**src/verilog/adcc_cfg.svh**
```systemverilog
// Function
// mode 0: one sequence, then idle
// mode 1: repeat sequences until mode cleared
// software start begins conversion, self-clears
// load bit latches written sync-mode DAC channels
// sync latch updates only on load bit
// load bit self-clears after latch transfer
// reference bit selects internal buffered reference
// fault pin enable bit gates fault pin
// reserved bits ignore writes, read zero
// direct mode: flag set when sequence completes
// auto mode: flag held at zero
// direct mode: pin is inverted flag
// auto mode: 1 us low pulse per sequence
// flag cleared by data read, start, write-zero
// status read leaves data flag alone
// global fault sticky OR, cleared by status read
// host waits on flag before reading results
`ifndef ADCC_CFG_SVH
`define ADCC_CFG_SVH

`define ADCC_ADDR_CFG0     7'h4C
`define ADCC_ADDR_STATUS   7'h4F
`define ADCC_ADDR_ADC_LO   7'h23
`define ADCC_ADDR_ADC_HI   7'h32
`define ADCC_ADDR_DAC_LO   7'h33
`define ADCC_ADDR_DAC_HI   7'h3E
`define ADCC_CFG0_RESET    16'h2000
`define ADCC_RSVD_MASK     16'hC13F
`define ADCC_BIT_MODE      13
`define ADCC_BIT_SWSTART   12
`define ADCC_BIT_DACLOAD   11
`define ADCC_BIT_REFINT    10
`define ADCC_BIT_FAULTEN   9
`define ADCC_BIT_DAFLAG    7
`define ADCC_BIT_GFAULT    6
`define ADCC_CLK_PERIOD_NS 40
`define ADCC_PULSE_NS      1000
`define ADCC_PULSE_CYC     ((`ADCC_PULSE_NS + `ADCC_CLK_PERIOD_NS - 1) / `ADCC_CLK_PERIOD_NS)

`endif

```
**src/verilog/adcc_pkg.sv**
```systemverilog
package adcc_pkg;
  typedef enum logic {
    ADCC_SEQ_IDLE,
    ADCC_SEQ_RUN
  } adcc_seq_e;
  typedef logic [6:0]  adcc_addr_t;
  typedef logic [15:0] adcc_word_t;
endpackage

```
**src/verilog/adcc_pulse_if.sv**
```systemverilog
`timescale 1ns/1ps
`default_nettype none
interface adcc_pulse_if;
  logic fire;
  logic busy;
  modport ctrl  (output fire, input busy);
  modport timer (input fire, output busy);
endinterface
`default_nettype wire

```
**src/verilog/adcc_config_ctrl.sv**
```systemverilog
`timescale 1ns/1ps
`default_nettype none
`include "adcc_cfg.svh"
module adcc_config_ctrl import adcc_pkg::*; #(
  parameter int unsigned DAC_CH    = 12,
  parameter int unsigned ALARM_W   = 16
) (
  input  wire logic               REF_CLK,
  input  wire logic               RST_N,
  input  wire logic               REG_WR,
  input  wire logic               REG_RD,
  input  wire logic [6:0]         REG_ADDR,
  input  wire logic [15:0]        REG_WDATA,
  output var  logic [15:0]        REG_RDATA,
  input  wire logic               EXT_TRIG,
  input  wire logic               ADC_SEQ_DONE,
  output var  logic               ADC_SEQ_START,
  output var  logic               ADC_AUTO_MODE,
  input  wire logic [DAC_CH-1:0]  DAC_SYNC_UPDATE_SEL,
  output var  logic [DAC_CH-1:0]  DAC_LATCH_LOAD,
  output var  logic               REF_INT_BUF_EN,
  input  wire logic [ALARM_W-1:0] STATUS_ALARM,
  input  wire logic               ALARM_ACTIVE,
  output var  logic               FAULT_PIN_O,
  output var  logic               FAULT_PIN_OE,
  output var  logic               DATA_AVAILABLE_PIN_N
);
  localparam int unsigned PULSE_CYC = `ADCC_PULSE_CYC;

  // -------------------------------------------
  // helpers
  // -------------------------------------------
  function automatic logic in_range(adcc_addr_t a, adcc_addr_t lo, adcc_addr_t hi);
    in_range = (a >= lo) && (a <= hi);
  endfunction

  // -------------------------------------------
  // state
  // -------------------------------------------
  adcc_seq_e         state;
  adcc_seq_e         next_state;
  logic              conversion_mode_sel;
  logic              next_conversion_mode_sel;
  logic              soft_convert_start;
  logic              next_soft_convert_start;
  logic              sync_dac_load;
  logic              next_sync_dac_load;
  logic              ref_int;
  logic              next_ref_int;
  logic              fault_en;
  logic              next_fault_en;
  logic              data_available_flag;
  logic              next_data_available_flag;
  logic              global_fault_flag;
  logic              next_global_fault_flag;
  logic [DAC_CH-1:0] dac_written;
  logic [DAC_CH-1:0] next_dac_written;
  logic [DAC_CH-1:0] next_dac_latch_load;
  logic              next_seq_start;
  logic              next_fault_oe;
  logic              next_pin_n;
  adcc_word_t        next_rdata;
  logic              trig_s1;
  logic              trig_s2;
  logic              trig_s3;
  logic              trig_rise;
  logic              cfg_wr;
  logic              cfg_rd;
  logic              adc_rd;
  logic              status_rd;
  logic              dac_wr;
  logic              start_take;
  logic              seq_repeat;
  logic              seq_end_direct;
  logic [3:0]        dac_idx;
  adcc_word_t        cfg_word;

  adcc_pulse_if pulse ();

  adcc_pulse_timer #(
    .CYC (PULSE_CYC)
  ) u_pulse (
    .clk   (REF_CLK),
    .rst_n (RST_N),
    .pls   (pulse.timer)
  );

  // -------------------------------------------
  // trigger pin synchroniser
  // -------------------------------------------
  always_ff @(posedge REF_CLK or negedge RST_N) begin
    if (!RST_N) begin
      trig_s1 <= 1'b0;
      trig_s2 <= 1'b0;
      trig_s3 <= 1'b0;
    end else begin
      trig_s1 <= EXT_TRIG;
      trig_s2 <= trig_s1;
      trig_s3 <= trig_s2;
    end
  end

  assign trig_rise = trig_s2 & ~trig_s3;

  // -------------------------------------------
  // access decode
  // -------------------------------------------
  assign cfg_wr    = REG_WR && REG_ADDR == `ADCC_ADDR_CFG0;
  assign cfg_rd    = REG_RD && REG_ADDR == `ADCC_ADDR_CFG0;
  assign status_rd = REG_RD && REG_ADDR == `ADCC_ADDR_STATUS;
  assign adc_rd    = REG_RD && in_range(REG_ADDR, `ADCC_ADDR_ADC_LO, `ADCC_ADDR_ADC_HI);
  assign dac_wr    = REG_WR && in_range(REG_ADDR, `ADCC_ADDR_DAC_LO, `ADCC_ADDR_DAC_HI);
  assign dac_idx   = 4'(REG_ADDR - `ADCC_ADDR_DAC_LO);

  // -------------------------------------------
  // control bits
  // -------------------------------------------
  always_comb begin
    next_conversion_mode_sel = conversion_mode_sel;
    next_soft_convert_start  = soft_convert_start;
    next_sync_dac_load       = sync_dac_load;
    next_ref_int             = ref_int;
    next_fault_en            = fault_en;
    if (start_take) begin
      next_soft_convert_start = 1'b0;
    end
    if (sync_dac_load) begin
      next_sync_dac_load = 1'b0;
    end
    // a fresh write wins over the self-clear
    if (cfg_wr) begin
      next_conversion_mode_sel = REG_WDATA[`ADCC_BIT_MODE];
      next_soft_convert_start  = REG_WDATA[`ADCC_BIT_SWSTART];
      next_sync_dac_load       = REG_WDATA[`ADCC_BIT_DACLOAD];
      next_ref_int             = REG_WDATA[`ADCC_BIT_REFINT];
      next_fault_en            = REG_WDATA[`ADCC_BIT_FAULTEN];
    end
  end

  always_ff @(posedge REF_CLK or negedge RST_N) begin
    if (!RST_N) begin
      conversion_mode_sel <= 1'(`ADCC_CFG0_RESET >> `ADCC_BIT_MODE);
      soft_convert_start  <= 1'b0;
      sync_dac_load       <= 1'b0;
      ref_int             <= 1'b0;
      fault_en            <= 1'b0;
    end else begin
      conversion_mode_sel <= next_conversion_mode_sel;
      soft_convert_start  <= next_soft_convert_start;
      sync_dac_load       <= next_sync_dac_load;
      ref_int             <= next_ref_int;
      fault_en            <= next_fault_en;
    end
  end

  // -------------------------------------------
  // conversion sequencer
  // -------------------------------------------
  assign start_take     = soft_convert_start | trig_rise;
  assign seq_repeat     = state == ADCC_SEQ_RUN && ADC_SEQ_DONE && !start_take && conversion_mode_sel;
  assign seq_end_direct = state == ADCC_SEQ_RUN && ADC_SEQ_DONE && !start_take && !conversion_mode_sel;

  always_comb begin
    next_state     = state;
    next_seq_start = 1'b0;
    pulse.fire     = 1'b0;
    case (state)
      ADCC_SEQ_IDLE: begin
        if (start_take) begin
          next_state     = ADCC_SEQ_RUN;
          next_seq_start = 1'b1;
        end
      end
      ADCC_SEQ_RUN: begin
        if (start_take) begin
          next_seq_start = 1'b1;
        end else if (seq_repeat) begin
          next_seq_start = 1'b1;
          pulse.fire     = 1'b1;
        end else if (seq_end_direct) begin
          next_state = ADCC_SEQ_IDLE;
        end
      end
      default: begin
        next_state = ADCC_SEQ_IDLE;
      end
    endcase
  end

  always_ff @(posedge REF_CLK or negedge RST_N) begin
    if (!RST_N) begin
      state         <= ADCC_SEQ_IDLE;
      ADC_SEQ_START <= 1'b0;
    end else begin
      state         <= next_state;
      ADC_SEQ_START <= next_seq_start;
    end
  end

  // -------------------------------------------
  // data-available flag and pin
  // -------------------------------------------
  always_comb begin
    next_data_available_flag = data_available_flag;
    if (adc_rd || start_take || (cfg_wr && !REG_WDATA[`ADCC_BIT_DAFLAG])) begin
      next_data_available_flag = 1'b0;
    end
    if (seq_end_direct) begin
      next_data_available_flag = 1'b1;
    end
    if (next_conversion_mode_sel) begin
      next_data_available_flag = 1'b0;
    end
    // registered pin lags the timer by one edge; width unchanged
    next_pin_n = next_conversion_mode_sel ? ~pulse.busy : ~next_data_available_flag;
  end

  always_ff @(posedge REF_CLK or negedge RST_N) begin
    if (!RST_N) begin
      data_available_flag  <= 1'b0;
      DATA_AVAILABLE_PIN_N <= 1'b1;
    end else begin
      data_available_flag  <= next_data_available_flag;
      DATA_AVAILABLE_PIN_N <= next_pin_n;
    end
  end

  // -------------------------------------------
  // sync DAC latch transfer
  // -------------------------------------------
  always_comb begin
    next_dac_latch_load = '0;
    next_dac_written    = dac_written;
    if (sync_dac_load) begin
      next_dac_latch_load = dac_written & DAC_SYNC_UPDATE_SEL;
      next_dac_written    = dac_written & ~DAC_SYNC_UPDATE_SEL;
    end
    // a data write in the transfer cycle stays pending
    if (dac_wr && dac_idx < DAC_CH) begin
      next_dac_written[dac_idx] = 1'b1;
    end
  end

  always_ff @(posedge REF_CLK or negedge RST_N) begin
    if (!RST_N) begin
      dac_written    <= '0;
      DAC_LATCH_LOAD <= '0;
    end else begin
      dac_written    <= next_dac_written;
      DAC_LATCH_LOAD <= next_dac_latch_load;
    end
  end

  // -------------------------------------------
  // global fault and fault pin
  // -------------------------------------------
  always_comb begin
    next_global_fault_flag = global_fault_flag;
    if (status_rd) begin
      next_global_fault_flag = 1'b0;
    end
    // a live alarm wins over the read clear
    if (|STATUS_ALARM) begin
      next_global_fault_flag = 1'b1;
    end
    next_fault_oe = fault_en & ALARM_ACTIVE;
  end

  always_ff @(posedge REF_CLK or negedge RST_N) begin
    if (!RST_N) begin
      global_fault_flag <= 1'b0;
      FAULT_PIN_OE      <= 1'b0;
    end else begin
      global_fault_flag <= next_global_fault_flag;
      FAULT_PIN_OE      <= next_fault_oe;
    end
  end

  assign FAULT_PIN_O    = 1'b0;
  assign ADC_AUTO_MODE  = conversion_mode_sel;
  assign REF_INT_BUF_EN = ref_int;

  // -------------------------------------------
  // read-back
  // -------------------------------------------
  always_comb begin
    cfg_word                     = '0;
    cfg_word[`ADCC_BIT_MODE]     = conversion_mode_sel;
    cfg_word[`ADCC_BIT_SWSTART]  = soft_convert_start;
    cfg_word[`ADCC_BIT_DACLOAD]  = sync_dac_load;
    cfg_word[`ADCC_BIT_REFINT]   = ref_int;
    cfg_word[`ADCC_BIT_FAULTEN]  = fault_en;
    cfg_word[`ADCC_BIT_DAFLAG]   = data_available_flag;
    cfg_word[`ADCC_BIT_GFAULT]   = global_fault_flag;
    next_rdata                   = cfg_rd ? cfg_word : '0;
  end

  always_ff @(posedge REF_CLK or negedge RST_N) begin
    if (!RST_N) begin
      REG_RDATA <= '0;
    end else begin
      REG_RDATA <= next_rdata;
    end
  end

  // -------------------------------------------
  // checks
  // -------------------------------------------
  logic [7:0] low_run;

  always_ff @(posedge REF_CLK or negedge RST_N) begin
    if (!RST_N) begin
      low_run <= '0;
    end else begin
      low_run <= DATA_AVAILABLE_PIN_N ? 8'h00 : low_run + 8'h01;
    end
  end
endmodule
`default_nettype wire

```
**src/verilog/adcc_pulse_timer.sv**
```systemverilog
`timescale 1ns/1ps
`default_nettype none
module adcc_pulse_timer import adcc_pkg::*; #(
  parameter int unsigned CYC = 25
) (
  input  wire logic      clk,
  input  wire logic      rst_n,
  adcc_pulse_if.timer    pls
);
  localparam int unsigned CW = $clog2(CYC + 1);

  logic [CW-1:0] cnt;
  logic [CW-1:0] next_cnt;

  // -------------------------------------------
  // retrigger reloads the full width
  // -------------------------------------------
  always_comb begin
    next_cnt = cnt;
    if (pls.fire) begin
      next_cnt = CW'(CYC);
    end else if (cnt != '0) begin
      next_cnt = cnt - CW'(1);
    end
  end

  always_ff @(posedge clk or negedge rst_n) begin
    if (!rst_n) begin
      cnt <= '0;
    end else begin
      cnt <= next_cnt;
    end
  end

  assign pls.busy = (cnt != '0);
endmodule
`default_nettype wire

```
**config.mk**
```make
export PLATFORM = sky130hd
export DESIGN_NAME = adcc_config_ctrl
export DESIGN_NICKNAME = d
export VERILOG_FILES = /design/src/verilog/adcc_pkg.sv /design/src/verilog/adcc_pulse_if.sv /design/src/verilog/adcc_config_ctrl.sv /design/src/verilog/adcc_pulse_timer.sv
export VERILOG_INCLUDE_DIRS = /design/src /design/src/verilog
export SDC_FILE = /design/constraint.sdc
export NUM_CORES = 1
export LEC_CHECK = 0
export BUFFER_PORTS_ARGS = -buffer_cell sky130_fd_sc_hd__buf_2
export CAP_MARGIN = 10
export CORE_ASPECT_RATIO = 1.75
export CORE_MARGIN = 5
export CORE_UTILIZATION = 23
export DETAILED_ROUTE_END_ITERATION = 10
export SKIP_CTS_REPAIR_TIMING = 1
export SYNTH_ARGS = -nofsm -noshare
export SYNTH_HDL_FRONTEND = slang
export SYNTH_SLANG_ARGS = --single-unit
export TNS_END_PERCENT = 1
```
**constraint.sdc**
```tcl
create_clock -name REF_CLK -period 1.5 [get_ports REF_CLK]
set_input_delay 0.075 -clock REF_CLK [delete_from_list [all_inputs] [get_ports REF_CLK]]
set_output_delay 0.075 -clock REF_CLK [all_outputs]
set_load 0.1 [all_outputs]
```
Word level (Yosys, flattened, before mapping) --
Cells that the tools add are included.
Operators by class: bitwise gates (word level) 11, $mul 0, $add $sub $neg 2, magnitude comparators 7, shift operators 0, eq/ne operators 2, div/mod/pow operators 0, mux-type cells 28, reduce and logical (&&, ||, !) cells 24
Operators with widths (count):
- 12-bit 2-to-1 mux | 3
- 12-bit bitwise AND | 2
- 1-bit 2-to-1 mux | 19
- 16-bit OR reduction | 1
- 7-bit equality test (second input constant) | 2
- 7-bit by 6-bit >= comparator with 1-bit output (second input constant) | 2
- 7-bit by 6-bit <= comparator with 1-bit output (second input constant) | 2
- 1-bit logical AND | 14
- 14-bit 2-to-1 mux | 1
- 12-bit NOT | 1
- 12-bit bitwise OR | 1
- 5-bit 2-to-1 mux | 2
- 2-bit nonzero test | 3
- 4-bit by 5-bit less-than comparator with 1-bit output (second input constant) | 1
- 5-bit nonzero test | 1
- 5-bit by 1-bit subtractor with 5-bit output (second input constant) | 1
- 1-bit demux with 4-bit select | 1
- 4-bit by 1-bit >= comparator with 1-bit output (second input constant) | 1
- 4-bit less-than comparator (second input constant) | 1
- 1-bit NOT | 4
- 1-bit one-hot mux with 2 select lines | 2
- 4-bit by 2-bit subtractor with 4-bit output (second input constant) | 1
- 1-bit logical NOT | 3
- 1-bit bitwise AND | 2
- 2 further kinds | 3
Storage, ports and cells: register bits 57, memory bits (read-only) 0, memories 0, logic and storage cells 92, memory bits (writable) 0, output and inout port bits 34, bits in latches 0

Depth between registers and ports, before layout --
depth after elaboration 10, gate-level depth with buffers 7, depth with buffers taken out 6

Modules after synthesis --
A second synthesis with hierarchy kept.
Second synthesis, totals: cells, all modules 178, area total of the unflattened synthesis 2095.8 um^2
By module, submodules not included:
- adcc_config_ctrl | cells each 154, area an instance 1833.0 um^2, sequential area each 1128.6 um^2, instances 1
- adcc_pulse_timer | cells each 24, area an instance 262.8 um^2, sequential area each 125.1 um^2, instances 1

Worst setup path before layout --
OpenSTA, ideal clock, no wires.
kind flip-flop to flip-flop, from register u_pulse.cnt[0], to register u_pulse.cnt[2], data required time 1381 ps, setup time 119 ps, cell stages (with the launch flop) 8, buffers on the path 1, slack -69 ps, data arrival time 1450 ps, path through dfrtp_1 inv_1 ha_1 or4b_1 buf_2 nand2_1 mux2i_1 and2_1
On the way: longest elaborated chain between the ends 3, elaborated cells between the ends (all ways) 5, classes of those cells add/sub (1); mux (2); reduce/logical (2)
RTL lines:
- from (decl) | RTL line adcc_pulse_timer.sv:12 | logic [CW-1:0] cnt;
- from (signal assigned) | RTL line adcc_pulse_timer.sv:31 | cnt <= next_cnt;
- 5-bit by 1-bit subtractor with 5-bit output | RTL line adcc_pulse_timer.sv:23 | next_cnt = cnt - CW'(1);
- 5-bit 2-to-1 mux | RTL line adcc_pulse_timer.sv:22 | end else if (cnt != '0) begin
- 5-bit 2-to-1 mux | RTL line adcc_pulse_timer.sv:20 | if (pls.fire) begin
Several ways; a longest one is shown, not always the timed one. The select of a mux whose other input is x is not followed. A chain may end at the register's enable or synchronous reset.

Worst setup path in the final report --
from register u_pulse.cnt[1], to register u_pulse.cnt[2]
The elaborated chain is that of the path after synthesis.

==> results.json <==
{
  "status": "finished with violations",
  "violations": "setup timing",
  "min_period_over_period": 1.004,
  "globalRouteOverflowTotal": 0,
  "cts_tree": "yes",
  "hp-class": "in2reg",
  "cts_made_buffers": 5,
  "whs_path_depth": 2,
  "synthToLayoutAreaGrowth_pct": 32.55,
  "clkTransAtPathRegs_ns": 0.06,
  "cp.required_ns": 1.68,
  "antenna_cells": 0,
  "gr-usage-all-layers": 0.09633,
  "crit_chain": "inv_1 > ha_2 > or4b_4 > nand2_2 > mux2i_1 > and2_1",
  "syn_inst": 191,
  "yosysSeqAreaShare": 0.5867,
  "ant_nets": 0,
  "synth_edf_count": 0,
  "postSynth.asyncResetShare": 1.000,
  "die_w_um": 82.87,
  "ys_ff_latch": 50,
  "drv_cap": 0,
  "fin_ws_ns": -0.005857,
  "yosys_warnings": 0,
  "syn_area_per_cell_um2": 11.19,
  "ys.flop_type": "dfrtp_1",
  "io_buffer_count": 71,
  "initialDrtViolationCount": 34,
  "yosys.area.top_type": "dfrtp_1",
  "wl_per_cell_um": 13.44,
  "antenna_found_initial": 0,
  "start_util": 0.2350,
  "slew_headroom": 0.6618,
  "fp-row-count": 46,
  "power_density_nw_per_um2": 1289,
  "ys_types": 42,
  "clk_path_buf_depth": 2,
  "final_nets": 332,
  "cts_sinks": 50,
  "fin_skew_ns": 0.009001,
  "grt_pass1_vias": 1782,
  "critPathMaxStageDelay_ns": 0.52,
  "critical_path_class": "reg2reg",
  "gp_congestion": 0.7522,
  "design.die.area_um2": 11400,
  "yosys-top-cells-area": "dfrtp_1 56%, nand2_1 6.0%, and3_1 4.4%, buf_4 3.5%, and2_1 2.6%",
  "setup_tns_ns": -0.005857,
  "drt_first_pass_iters": 5,
  "synth_top_area_frac": 0.5621,
  "p_total_mw": 3.651,
  "startpoint_type": "flip-flop",
  "ctsRootBufferMaster": "clkbuf_16",
  "place_ws_ns": 0.002446,
  "pin_count": 92,
  "grt_max_degree": 26,
  "r2r_cells": 6,
  "clk-insertion-delay-late_ns": 0.29,
  "leakagePower_nw": 1.489,
  "hpwl_mm": 4.236,
  "vias": 1638,
  "synth_area_um2": 2137,
  "cp_max_fo": 6,
  "endpoint_kind": "flip-flop",
  "vias_per_cell": 4.157,
  "drc": 0,
  "grt_pass1_wl_mm": 8.638,
  "hold_violations": 0,
  "cts.htree.levels": 2,
  "layout-drive-gt1-share": 0.3686,
  "worst_pin_slew_ns": 0.5073,
  "cp.arrival_ns": 1.68,
  "slew_violations": 0,
  "fmax_ghz": 0.6641,
  "routed_wl_mm": 5.297,
  "ir_drop_mv": 0.4420,
  "core_um2": 9094,
  "period_minus_slack_ns": 1.506,
  "setup_viol": 1,
  "cpMaxStageDelayCell": "or4b_4",
  "rsz0062_at_grt": "true",
  "die_h_um": 137.5
}
synth_stat cells (2+ instances only):
cell	number
a21oi_1	4
a22o_1	3
and2_1	9
and3_1	15
and4bb_2	2
buf_2	4
buf_4	10
clkbuf_1	2
dfrtp_1	48
dfstp_2	2
inv_1	7
mux2_2	2
nand2_1	34
nand3_1	4
nand4_1	3
nand4bb_1	2
nor2_1	4
nor4_1	5
o21ai_0	5
o41ai_1	4
state kept, by name, indices dropped and copies added, names as in the netlist:
name,flops
DAC_LATCH_LOAD,12
dac_written,12
REG_RDATA,7
u_pulse.cnt,5
ADC_AUTO_MODE,1
ADC_SEQ_START,1
DATA_AVAILABLE_PIN_N,1
FAULT_PIN_OE,1
REF_INT_BUF_EN,1
data_available_flag,1
fault_en,1
global_fault_flag,1
soft_convert_start,1
state,1
sync_dac_load,1
trig_s1,1
trig_s2,1
trig_s3,1
worst max-delay path: cells and delay by family (launching register included):
| kind | cells | cell delay [ns] |
|---|---|---|
| buffers and inverters | 1 | 0.06 |
| AND/OR/NAND/NOR | 3 | 0.74 |
| adder cells (fa/ha/maj) | 1 | 0.17 |
| flip-flops | 1 | 0.37 |
| multiplexers | 1 | 0.06 |
path summary, 6_finish.rpt:
| path | startpoint | endpoint | slack [ns] |
|---|---|---|---|
| max | u_pulse.cnt[1] | u_pulse.cnt[2] | -0.006 |
| min | ALARM_ACTIVE | FAULT_PIN_OE | 0.005 |
| max reg2reg | u_pulse.cnt[1] | u_pulse.cnt[2] | -0.006 |
| min reg2reg | trig_s1 | trig_s2 | 0.35 |
| max in group asynchronous | RST_N | REG_RDATA[13] | 0.60 |
| min in group asynchronous | RST_N | DAC_LATCH_LOAD[1] | 0.29 |
routing by layer:
| metal | track usage | routed length (um) | up-vias |
|---|---|---|---|
| met5 | 0 | 0 | - |
| met4 | 0.04636 | 93 | 0 |
| met3 | 0.01915 | 251 | 6 |
| met2 | 0.1728 | 2759 | 58 |
| met1 | 0.1090 | 2193 | 764 |
| li1 | - | - | 810 |
cell type report:
cell class / instances / area (um2)
clock buffers: 6 / 128.9
well taps: 120 / 150.1
repair buffers: 83 / 450.4
clock inverters: 2 / 37.54
inverters: 7 / 26.28
flip-flops and latches: 50 / 1254
multi-input cells: 126 / 785.8
fillers: 991 / 6261
cell families (layout without fill, tap and decap cells):
logic type	Yosys count	count (layout)	synth area share
buffers and inverters	24	98	0.06558
adders and majority gates	1	1	0.005854
and+or+nand+nor	86	86	0.2301
muxes	3	3	0.01522
AOI/OAI and AO/OA	24	24	0.08665
other	1	10	0.001755
xor gates and xnor gates	2	2	0.008198
DFF	50	50	0.5866
metrics by stage:
stage / area (um2) / hold WS [ns] / std cells / util
detailed placement: 2636 / 0.07223 / 383 / 0.2899
CTS: 2803 / -0.2516 / 391 / 0.3082
global route: 2833 / 0.005118 / 394 / 0.3115
floorplan: 2183 / -0.2206 / 200 / -
finish: 2833 / 0.004655 / 394 / 0.3115
global placement: 2636 / 0.06233 / 383 / 0.2899
placed cells by master, fill, tap and decap left out, drive strengths merged, types with 2 or more instances in the layout:
master	count
inv	7
o21ai	6
nand4bb	3
dfstp	2
o41ai	4
dfrtp	48
nand3	4
nor2	4
a22o	3
clkbuf	6
a21oi	4
and3	15
dlygate4sd3	2
conb	10
nor4	5
mux2	2
buf	81
nand2	34
and4bb	2
and2	9
nand4	3
power by group:
| part | switching [mW] | internal (mW) |
|---|---|---|
| clock network | 0.490 | 0.788 |
| registers | 0.0877 | 1.49 |
| logic | 0.477 | 0.320 |
| total | 1.05 | 2.60 |
No activity file was read; power rests on OpenSTA's default activity.
